==> config.mk <==
export PLATFORM = sky130hd
export DESIGN_NAME = rwwt_top
export DESIGN_NICKNAME = d
export VERILOG_FILES = /design/src/rtl/rwwt_pkg.sv /design/src/rtl/rwwt_top.sv
export SDC_FILE = /design/constraint.sdc
export NUM_CORES = 1
export LEC_CHECK = 0
export ABC_AREA = 1
export BUFFER_PORTS_ARGS = -buffer_cell sky130_fd_sc_hd__buf_2
export CAP_MARGIN = 0
export CORE_UTILIZATION = 55
export CTS_BUF_LIST = sky130_fd_sc_hd__clkbuf_8
export DETAILED_ROUTE_END_ITERATION = 8
export PLACE_DENSITY = 0.88
export RECOVER_POWER = 25
export SLEW_MARGIN = 20
export SYNTH_ARGS = -nofsm -noshare
export SYNTH_HDL_FRONTEND = slang
export SYNTH_SLANG_ARGS = --single-unit
==> constraint.sdc <==
create_clock -name pclk -period 2.2 [get_ports pclk]
set_clock_uncertainty 0.1 [all_clocks]
set_input_delay 0.22 -clock pclk [delete_from_list [all_inputs] [get_ports pclk]]
set_output_delay 0.22 -clock pclk [all_outputs]
set_load 0.03 [all_outputs]
==> src/rtl/rwwt_pkg.sv <==
// constants for the runaway watchdog and warm-up timer
`default_nettype none
package rwwt_pkg;
  localparam int unsigned AW     = 12;
  localparam int unsigned DW     = 32;
  // register indices; byte address is four times the index
  localparam logic [9:0]  IDX_MODE  = 10'h05c;
  localparam logic [9:0]  IDX_CMD   = 10'h05d;
  localparam logic [9:0]  IDX_T16   = 10'h05e;
  localparam logic [9:0]  IDX_STAT  = 10'h060;
  localparam logic [9:0]  IDX_CLR   = 10'h061;
  localparam logic [9:0]  IDX_EN    = 10'h062;
  localparam logic [9:0]  IDX_CNT   = 10'h063;
  // command codes
  localparam logic [7:0]  CODE_CLR  = 8'h4e;
  localparam logic [7:0]  CODE_DIS  = 8'hb1;
  // mode and quick warm-up register fields
  localparam int unsigned B_ON      = 7;
  localparam int unsigned B_SEL     = 5;
  localparam int unsigned B_WARM    = 4;
  localparam int unsigned B_RLINK   = 1;
  localparam int unsigned B_QCU     = 0;
  // values after reset
  localparam logic        RST_ON    = 1'b1;
  localparam logic [1:0]  RST_SEL   = 2'h0;
  localparam logic        RST_WARM  = 1'b0;
  localparam logic        RST_RLINK = 1'b0;
  localparam logic        RST_QCU   = 1'b0;
  // counter chain
  localparam int unsigned PRE_W     = 7;
  localparam int unsigned MAIN_W    = 15;
  localparam int unsigned CNT_W     = PRE_W + MAIN_W;
  localparam int unsigned WD_EXP0   = 15;
  localparam int unsigned WD_EXP1   = 17;
  localparam int unsigned WD_EXP2   = 19;
  localparam int unsigned WD_EXP3   = 21;
  localparam int unsigned WARM_Q    = 7;
  localparam int unsigned WARM_S    = PRE_W + 7;
  localparam int unsigned WARM_L    = PRE_W + 9;
  // interrupt status bits
  localparam int unsigned IRQ_W     = 2;
  localparam int unsigned I_NMI     = 0;
  localparam int unsigned I_WARM    = 1;
  typedef enum logic [1:0] {
    RWWT_IDLE = 2'h0,
    RWWT_WARM = 2'h1,
    RWWT_DONE = 2'h3
  } rwwt_state_t;
endpackage
`default_nettype wire

==> src/rtl/rwwt_top.sv <==
// runaway watchdog with shared oscillator warm-up timer, APB slave
// Function
// - a detected runaway raises the non-maskable runaway interrupt
// - counter is a 7-stage then a 15-stage binary counter on the system clock
// - period select picks overflow tap 2^15/17/19/21; overflow interrupts and drives out
// - period select resets to 00, the shortest period
// - command 4eh clears the counter, which then keeps counting
// - watchdog-on bit resets to 1, watchdog enabled
// - disable needs watchdog-on cleared first, then command b1h; either alone ignored
// - setting watchdog-on re-enables without any command
// - reset-link bit routes watchdog-out to chip reset; resets to 0
// - linked overflow also resets the watchdog itself
// - same chain times oscillator warm-up after stop release or clock change
// - warm-up select picks the 2^7 or 2^9 output of the 15-stage counter
// - quick warm-up bit selects a 2^7 count for stable external oscillators
// - quick warm-up is not available while the watchdog runs
// - watchdog counts as soon as reset is released
// - counter frozen in deep idle and stop, runs in run and light idle
//
// The implementer's own choice: the APB slave port.
`default_nettype none
module rwwt_top (
  // clock, reset, enable
  input  wire logic                        pclk,
  input  wire logic                        presetn,
  input  wire logic                        ce,
  // apb slave
  input  wire logic                        psel,
  input  wire logic                        penable,
  input  wire logic                        pwrite,
  input  wire logic [rwwt_pkg::AW-1:0]     paddr,
  input  wire logic [rwwt_pkg::DW-1:0]     pwdata,
  output var  logic [rwwt_pkg::DW-1:0]     prdata,
  output var  logic                        pready,
  output var  logic                        pslverr,
  // power state
  input  wire logic                        deep_idle_mode,
  input  wire logic                        stop_mode,
  input  wire logic                        warmup_start,
  // events
  output var  logic                        runaway_interrupt,
  output var  logic                        watchdog_out,
  output var  logic                        chip_reset_req,
  output var  logic                        warmup_busy,
  output var  logic                        warmup_done,
  output var  logic                        irq
);
  logic [rwwt_pkg::PRE_W-1:0]  pre7_r;
  logic [rwwt_pkg::MAIN_W-1:0] main15_r;
  logic [rwwt_pkg::CNT_W-1:0]  cnt;
  logic [rwwt_pkg::CNT_W-1:0]  wd_mask;
  logic [rwwt_pkg::CNT_W-1:0]  wm_mask;
  logic                        on_r;
  logic [1:0]                  sel_r;
  logic                        warm_r;
  logic                        rlink_r;
  logic                        qcu_r;
  logic                        wd_en_r;
  logic [rwwt_pkg::IRQ_W-1:0]  stat_r;
  logic [rwwt_pkg::IRQ_W-1:0]  irq_en_r;
  rwwt_pkg::rwwt_state_t       state_r;
  rwwt_pkg::rwwt_state_t       state_nxt;
  logic [9:0]                  idx;
  logic                        acc;
  logic                        commit;
  logic                        wr_mode;
  logic                        wr_cmd;
  logic                        wr_t16;
  logic                        wr_clr;
  logic                        wr_en;
  logic                        warming;
  logic                        adv;
  logic                        pre_carry;
  logic                        ovf_ev;
  logic                        self_rst;
  logic                        quick;
  logic                        warm_hit;
  logic                        clr_cnt;
  logic                        mapped;
  logic [rwwt_pkg::DW-1:0]     rd_val;

  assign idx     = paddr[rwwt_pkg::AW-1:2];
  assign acc     = ce & psel & penable & ~pready;
  assign commit  = ce & psel & penable & pready & pwrite;
  assign wr_mode = commit & (idx == rwwt_pkg::IDX_MODE);
  assign wr_cmd  = commit & (idx == rwwt_pkg::IDX_CMD);
  assign wr_t16  = commit & (idx == rwwt_pkg::IDX_T16);
  assign wr_clr  = commit & (idx == rwwt_pkg::IDX_CLR);
  assign wr_en   = commit & (idx == rwwt_pkg::IDX_EN);
  assign cnt     = {main15_r, pre7_r};
  assign warming = (state_r == rwwt_pkg::RWWT_WARM);

  // counter stands still in deep idle and stop
  assign adv = ce & ~deep_idle_mode & ~stop_mode & (wd_en_r | warming);
  assign pre_carry = &pre7_r;

  // overflow tap mask from the period select
  always_comb begin
    case (sel_r)
      2'h0:    wd_mask = 22'((23'h1 << rwwt_pkg::WD_EXP0) - 23'h1);
      2'h1:    wd_mask = 22'((23'h1 << rwwt_pkg::WD_EXP1) - 23'h1);
      2'h2:    wd_mask = 22'((23'h1 << rwwt_pkg::WD_EXP2) - 23'h1);
      default: wd_mask = 22'((23'h1 << rwwt_pkg::WD_EXP3) - 23'h1);
    endcase
  end
  assign ovf_ev   = adv & wd_en_r & ~warming & ((cnt & wd_mask) == wd_mask);
  assign self_rst = ovf_ev & rlink_r;

  // quick warm-up only while the watchdog is stopped
  assign quick = qcu_r & ~wd_en_r;
  always_comb begin
    if (quick) begin
      wm_mask = 22'((23'h1 << rwwt_pkg::WARM_Q) - 23'h1);
    end else if (warm_r) begin
      wm_mask = 22'((23'h1 << rwwt_pkg::WARM_L) - 23'h1);
    end else begin
      wm_mask = 22'((23'h1 << rwwt_pkg::WARM_S) - 23'h1);
    end
  end
  assign warm_hit = adv & warming & ((cnt & wm_mask) == wm_mask);

  assign clr_cnt = (wr_cmd & (pwdata[7:0] == rwwt_pkg::CODE_CLR))
                 | (ce & warmup_start) | self_rst;

  // two chained binary counters
  always_ff @(posedge pclk or negedge presetn) begin
    if (!presetn) begin
      pre7_r   <= '0;
      main15_r <= '0;
    end else if (clr_cnt) begin
      pre7_r   <= '0;
      main15_r <= '0;
    end else if (adv) begin
      pre7_r <= pre7_r + 7'h1;
      if (pre_carry) begin
        main15_r <= main15_r + 15'h1;
      end
    end
  end

  // mode and quick warm-up registers
  always_ff @(posedge pclk or negedge presetn) begin
    if (!presetn) begin
      on_r    <= rwwt_pkg::RST_ON;
      sel_r   <= rwwt_pkg::RST_SEL;
      warm_r  <= rwwt_pkg::RST_WARM;
      rlink_r <= rwwt_pkg::RST_RLINK;
      qcu_r   <= rwwt_pkg::RST_QCU;
    end else if (self_rst) begin
      on_r    <= rwwt_pkg::RST_ON;
      sel_r   <= rwwt_pkg::RST_SEL;
      warm_r  <= rwwt_pkg::RST_WARM;
      rlink_r <= rwwt_pkg::RST_RLINK;
      qcu_r   <= rwwt_pkg::RST_QCU;
    end else begin
      if (wr_mode) begin
        on_r    <= pwdata[rwwt_pkg::B_ON];
        sel_r   <= pwdata[rwwt_pkg::B_SEL+:2];
        warm_r  <= pwdata[rwwt_pkg::B_WARM];
        rlink_r <= pwdata[rwwt_pkg::B_RLINK];
      end
      if (wr_t16) begin
        qcu_r <= pwdata[rwwt_pkg::B_QCU];
      end
    end
  end

  // enable: guarded two-step disable, one-step enable
  always_ff @(posedge pclk or negedge presetn) begin
    if (!presetn) begin
      wd_en_r <= rwwt_pkg::RST_ON;
    end else if (self_rst) begin
      wd_en_r <= rwwt_pkg::RST_ON;
    end else if (wr_mode && pwdata[rwwt_pkg::B_ON]) begin
      wd_en_r <= 1'b1;
    end else if (wr_cmd && pwdata[7:0] == rwwt_pkg::CODE_DIS && !on_r) begin
      wd_en_r <= 1'b0;
    end
  end

  // warm-up sequencer
  always_comb begin
    state_nxt = state_r;
    case (state_r)
      rwwt_pkg::RWWT_IDLE: begin
        if (ce && warmup_start) begin
          state_nxt = rwwt_pkg::RWWT_WARM;
        end
      end
      rwwt_pkg::RWWT_WARM: begin
        if (warm_hit) begin
          state_nxt = rwwt_pkg::RWWT_DONE;
        end
      end
      rwwt_pkg::RWWT_DONE: begin
        if (ce) begin
          state_nxt = rwwt_pkg::RWWT_IDLE;
        end
      end
      default: state_nxt = rwwt_pkg::RWWT_IDLE;
    endcase
  end

  always_ff @(posedge pclk or negedge presetn) begin
    if (!presetn) begin
      state_r <= rwwt_pkg::RWWT_IDLE;
    end else begin
      state_r <= state_nxt;
    end
  end

  always_ff @(posedge pclk or negedge presetn) begin
    if (!presetn) begin
      warmup_busy <= 1'b0;
      warmup_done <= 1'b0;
    end else if (ce) begin
      warmup_busy <= (state_nxt == rwwt_pkg::RWWT_WARM);
      warmup_done <= warm_hit;
    end
  end

  // runaway outputs; watchdog_out holds until the clear code, a warm-up start or disable
  always_ff @(posedge pclk or negedge presetn) begin
    if (!presetn) begin
      runaway_interrupt <= 1'b0;
      watchdog_out      <= 1'b0;
      chip_reset_req    <= 1'b0;
    end else if (ce) begin
      runaway_interrupt <= ovf_ev;
      chip_reset_req    <= self_rst;
      if (ovf_ev) begin
        watchdog_out <= 1'b1;
      end else if (clr_cnt || !wd_en_r) begin
        watchdog_out <= 1'b0;
      end
    end
  end

  // sticky status, set beats a same-cycle clear
  always_ff @(posedge pclk or negedge presetn) begin
    if (!presetn) begin
      stat_r   <= '0;
      irq_en_r <= '0;
      irq      <= 1'b0;
    end else if (ce) begin
      stat_r <= (stat_r & ~(wr_clr ? pwdata[rwwt_pkg::IRQ_W-1:0] : '0))
              | {warm_hit, ovf_ev};
      if (wr_en) begin
        irq_en_r <= pwdata[rwwt_pkg::IRQ_W-1:0];
      end
      irq <= |(stat_r & irq_en_r);
    end
  end

  // read mux
  always_comb begin
    rd_val = '0;
    mapped = 1'b1;
    case (idx)
      rwwt_pkg::IDX_MODE: begin
        rd_val[rwwt_pkg::B_ON]      = on_r;
        rd_val[rwwt_pkg::B_SEL+:2]  = sel_r;
        rd_val[rwwt_pkg::B_WARM]    = warm_r;
        rd_val[rwwt_pkg::B_RLINK]   = rlink_r;
      end
      rwwt_pkg::IDX_T16:  rd_val[rwwt_pkg::B_QCU] = qcu_r;
      rwwt_pkg::IDX_STAT: rd_val[rwwt_pkg::IRQ_W-1:0] = stat_r;
      rwwt_pkg::IDX_EN:   rd_val[rwwt_pkg::IRQ_W-1:0] = irq_en_r;
      rwwt_pkg::IDX_CNT:  rd_val[rwwt_pkg::CNT_W:0] = {wd_en_r, cnt};
      rwwt_pkg::IDX_CMD:  rd_val = '0;
      rwwt_pkg::IDX_CLR:  rd_val = '0;
      default:            mapped = 1'b0;
    endcase
  end

  // one wait state: ready rises in the second access cycle
  always_ff @(posedge pclk or negedge presetn) begin
    if (!presetn) begin
      pready  <= 1'b0;
      pslverr <= 1'b0;
      prdata  <= '0;
    end else if (ce) begin
      pready  <= acc;
      pslverr <= acc & ~mapped;
      if (acc && !pwrite) begin
        prdata <= rd_val;
      end
    end
  end
endmodule
`default_nettype wire

# Word level (Yosys, flattened, before mapping)
# Index checks and enable logic that the tools add are counted.
# op_classes
n_eq_ne,16
bitwise_logic,38
n_addsub,2
n_reduce_logical,24
n_mux,34
# ops
op,count
"equality test 10 x 7 -> 1 bit, second input constant",7
case mux 21 bit (3 select lines),1
two-way mux 15 bit,4
bitwise AND 22 bit,2
equality test 22 bit,2
bitwise AND 1 bit,23
two-way mux 22 bit,1
two-way mux 16 bit,1
"adder 15 x 1 -> 15 bit, second input constant",1
two-way mux 1 bit,14
two-way mux 2 bit,7
two-way mux 7 bit,2
nonzero test 2 bit,5
"equality test 8 x 7 -> 1 bit, second input constant",1
"equality test 8 bit, second input constant",1
case mux 1 bit (4 select lines),2
case mux 4 bit (2 select lines),1
AND reduction 2 bit,4
"adder 7 x 1 -> 7 bit, second input constant",1
AND reduction 7 bit,1
OR reduction 7 bit,1
"equality test 2 x 1 -> 1 bit, second input constant",3
NOT 1 bit,6
case mux 2 bit (3 select lines),1
other kinds (11),22
# word_totals
reg_bits,66
elab_cells,134

# Depth between registers and ports, before layout
# logic_depth
word_depth,12
ltp_mapped,11
ltp_nobuf,11

# Worst setup path after synthesis
# No wires, ideal clock.
# synth_path
kind,reg-to-reg
start,register pready
end,register pre7_r[2] (netlist bit)
t_arrival_ns,1.457
n_path_buf,1
period_less_slack_ns,1.683
stages_incl_launch_ff,9
setup_ns,0.126
setup_slack_ns,0.517
cell_sequence,dfrtp_1 > nand2_1 > nor2_2 > nand3_2 > nor2_1 > nor2_4 > nand2_4 > buf_8 > nor3b_2
# synth_between
elab_chain_cells,7
word_cells_on_any_way,8
cone_classes,mux (1); bitwise (6); reduce/logical (1)
# synth_rtl
item,line,source
"start, declared",rwwt_top.sv:34,"output var logic pready,"
"start signal, assigned",rwwt_top.sv:279,pready <= 1'b0;
"start signal, assigned",rwwt_top.sv:283,pready <= acc;
bitwise AND 1 bit (*) (2 in a row),rwwt_top.sv:84,assign commit = ce & psel & penable & pready & pwrite;
bitwise AND 1 bit (*),rwwt_top.sv:86,assign wr_cmd = commit & (idx == rwwt_pkg::IDX_CMD);
bitwise AND 1 bit (*),rwwt_top.sv:122,assign clr_cnt = (wr_cmd & (pwdata[7:0] == rwwt_pkg::CODE_CLR))
OR 1 bit (*) (2 in a row),rwwt_top.sv:123,| (ce & warmup_start) | self_rst;
two-way mux 7 bit / nonzero test 2 bit (equally long branches),--,
"end signal, assigned",rwwt_top.sv:134,pre7_r <= pre7_r + 7'h1;
"end, declared",rwwt_top.sv:48,logic [rwwt_pkg::PRE_W-1:0] pre7_r;
# Mark *: on every way between the ends. The rest lies on a longest branch, timed or not.
# A chain may end at the register's enable or synchronous reset.

# Worst setup path after layout
# layout_path
start,register wd_en_r
end,register main15_r[14] (netlist bit)
# layout_between
elab_chain_cells,9
word_cells_on_any_way,11
cone_classes,mux (1); bitwise (7); reduce/logical (3)
# layout_rtl
item,line,source
"start, declared",rwwt_top.sv:58,logic wd_en_r;
"start signal, assigned",rwwt_top.sv:171,wd_en_r <= rwwt_pkg::RST_ON;
"start signal, assigned",rwwt_top.sv:173,wd_en_r <= rwwt_pkg::RST_ON;
OR 1 bit,rwwt_top.sv:94,assign adv = ce & ~deep_idle_mode & ~stop_mode & (wd_en_r | warming);
bitwise AND 1 bit,rwwt_top.sv:94,
bitwise AND 1 bit (3 in a row),rwwt_top.sv:106,assign ovf_ev = adv & wd_en_r & ~warming & ((cnt & wd_mask) == wd_mask);
bitwise AND 1 bit,rwwt_top.sv:107,assign self_rst = ovf_ev & rlink_r;
OR 1 bit,rwwt_top.sv:123,
nonzero test 2 bit (no line),--,
AND reduction 2 bit (no line),--,
"end signal, assigned",rwwt_top.sv:136,main15_r <= main15_r + 15'h1;
"end, declared",rwwt_top.sv:49,logic [rwwt_pkg::MAIN_W-1:0] main15_r;
# Parallel ways exist; a longest one is shown, timed or not.

==> reports/results.ini <==
[final_layout]
nFillCells=497
final_cell_mix=126 x nand2_1, 64 x dfrtp_1, 50 x inv_1, 45 x buf_2, 39 x nor2_1
areaGrowthSynthToFinish_pct=14.4
drive_above_1_share=0.187
layout_commonest_cell=nand2_1
finalNetCount=558
antenna_cells=0
design_area_um2=4100

[floorplanning]
die_area_um2=6850
fp.dieH_um=82.7
core-area_um2=6310
row_count=29
io_pins=93
start_util=0.568
die_x_um=82.7

[hold_path]
holdCritPathClass=in -> reg

[synthesis]
ys_ff_latch=66
synthFlopType=dfrtp_1
syn_inst=438
seq_area_frac_synth=0.461
yosysWarnings=0
synthDistinctLibCells=42
async_flop_share=1.00
synth_edf_count=0
syn_area_um2=3590
avgSynthCellArea_um2=8.19

[routing]
vias_per_cell=5.52
drt_iter0_drc=204
via_count=3232
drt-total-wl_um=8700
drc=0
wl_per_cell_um=14.9
ant_nets=0
drt-pass1-iter-count=5

[power]
power.total_mw=2.46
peakVddDrop_mv=0.301
cellPowerDensity_nw_per_um2=599
leakage_nw=2.18

[setup_path]
crit_path_cell_trace=inv_1, nand2_1, nand2_1, buf_4, nor2_4, nand3b_1, nand2_1, nor3b_1
worst_ep_arrival_time_ns=2.08
cpMostUsedCell=nand2_1
worstSetupStartpointType=flip-flop
crit_slowest_cell=dfstp_2
critical_path_required_ns=2.35
end_kind=flip-flop
max_stage_delay_ns=0.55
crit_type=reg -> reg
cp_max_fo=11

[run_status]
status=finished, final reports clean

[sta]
slew_headroom=0.483
rsz0062_at_grt=no
tns_ns=0
fmax_ghz=0.519
finalSetupViolCount=0
finalHoldViolCount=0
finalCritPeriodShare=0.875
tightest_slew_ns=0.775
fin_crit_ns=1.93
maxSlewViolCount=0

[clocking]
tritoncts=done
path_clk_slew_ns=0.07
clockBufferDepth=2
cts_root_buf=clkbuf_8
numCtsBuffers=9
clkLatencyLatePin_ns=0.35
cts_sinks=66
ctsHtreeMaxLevel=3
postCtsSetupBuffers=0

[placed_design]
port_buffers=57
hpwl_um=6350
gp_congestion=0.946
dpl_cell_area_um2=3910

[grt]
grt_antenna_before_repair=0
grt_usage=0.279
grt_pass1_wl_um=14100
grt_pass1_vias=3162
grt_max_degree=32
grt_overflow=0

[flow_run]
cap_violations=0

worst paths after layout:
path	from	endpoint	slack, ns	depth (start not counted)
max	wd_en_r$_DFFE_PN1P_	main15_r[14]$_DFFE_PN0P_	0.27	8
min in group asynchronous	presetn	prdata[6]$_DFFE_PN0P_	0.39	2
min	warmup_start	warmup_busy$_DFFE_PN0P_	0.08	3
max reg2reg	wd_en_r$_DFFE_PN1P_	main15_r[14]$_DFFE_PN0P_	0.27	8
max in group asynchronous	presetn	main15_r[9]$_DFFE_PN0P_	1.00	3
min reg2reg	runaway_interrupt$_DFFE_PN0P_	runaway_interrupt$_DFFE_PN0P_	0.39	2
registers in the layout, indices dropped and copies added (netlist names), 2 cells and up:
name,count
main15_r,15
state_r,2
irq_en_r,2
pre7_r,7
stat_r,2
sel_r,2
prdata,23
metrics by stage:
step | hold WS (ns) | util | worst slack (ns) | instances
after global routing | 0.0985 | 0.650 | 0.129 | 585
after detailed placement | 0.198 | 0.619 | 0.337 | 568
final | 0.0790 | 0.650 | 0.275 | 585
after floorplan | -0.176 | - | 0.517 | 446
after global placement | 0.190 | 0.619 | 0.383 | 568
after CTS | 0.0704 | 0.652 | 0.315 | 585
synth_stat cells, types with 3 or more instances:
cell	n	share of area
nand2_1	126	0.13
inv_1	50	0.052
nor2_2	5	0.0087
xor2_1	10	0.024
dfrtp_1	64	0.45
a21oi_1	10	0.014
o31ai_1	3	0.0063
a22oi_1	4	0.0084
buf_2	3	0.0042
a22o_1	4	0.0098
nor2_4	6	0.019
buf_6	4	0.013
nor3_2	3	0.0084
buf_4	10	0.021
nor3_1	4	0.0056
o21ai_0	24	0.033
nand3_1	17	0.024
nand4_1	20	0.035
nor2_1	38	0.040
nor3b_1	3	0.0063
cell families after synthesis:
logic type / share of synthesized area
buf+inv: 0.0973
compound gates: 0.0879
other cells: 0.00105
flops: 0.461
simple gates: 0.319
xor+xnor: 0.0269
fa+ha+maj: 0.00698
per-layer routing:
metal | global-route usage | part of all wire
met1 | 0.331 | 0.41
met2 | 0.474 | 0.50
met3 | 0.0604 | 0.064
met4 | 0.143 | 0.027
met5 | 0 | 0
critical path: cells and delay by family (launching register included):
family / cells / cell delay [ns]
buffers and inverters: 2 / 0.29
flip-flops: 1 / 0.55
AND/OR/NAND/NOR: 6 / 0.88
what timing repair did:
action,4_1_cts,5_1_grt
endpoints found under the hold margin,24,0
resized for setup,0,0
hold buffers,1,0
layout make-up:
cell class	instances	area, µm²	share of cell area
Clock buffer	11	151	0.0369
Clock inverter	5	52.6	0.0128
Inverter	53	199	0.0485
Multi-Input combinational cell	309	1610	0.392
Sequential cell	66	1650	0.403
Tap cell	77	96.3	0.0235
Timing Repair Buffer	64	339	0.0826
power by group:
part	leakage [nW]	internal [mW]	switching, mW
Combinational	1.18	0.0504	0.135
Clock	0.105	0.579	0.456
Sequential	0.897	1.22	0.0113
Total	2.18	1.85	0.602
(Power assumes the default switching activity.)
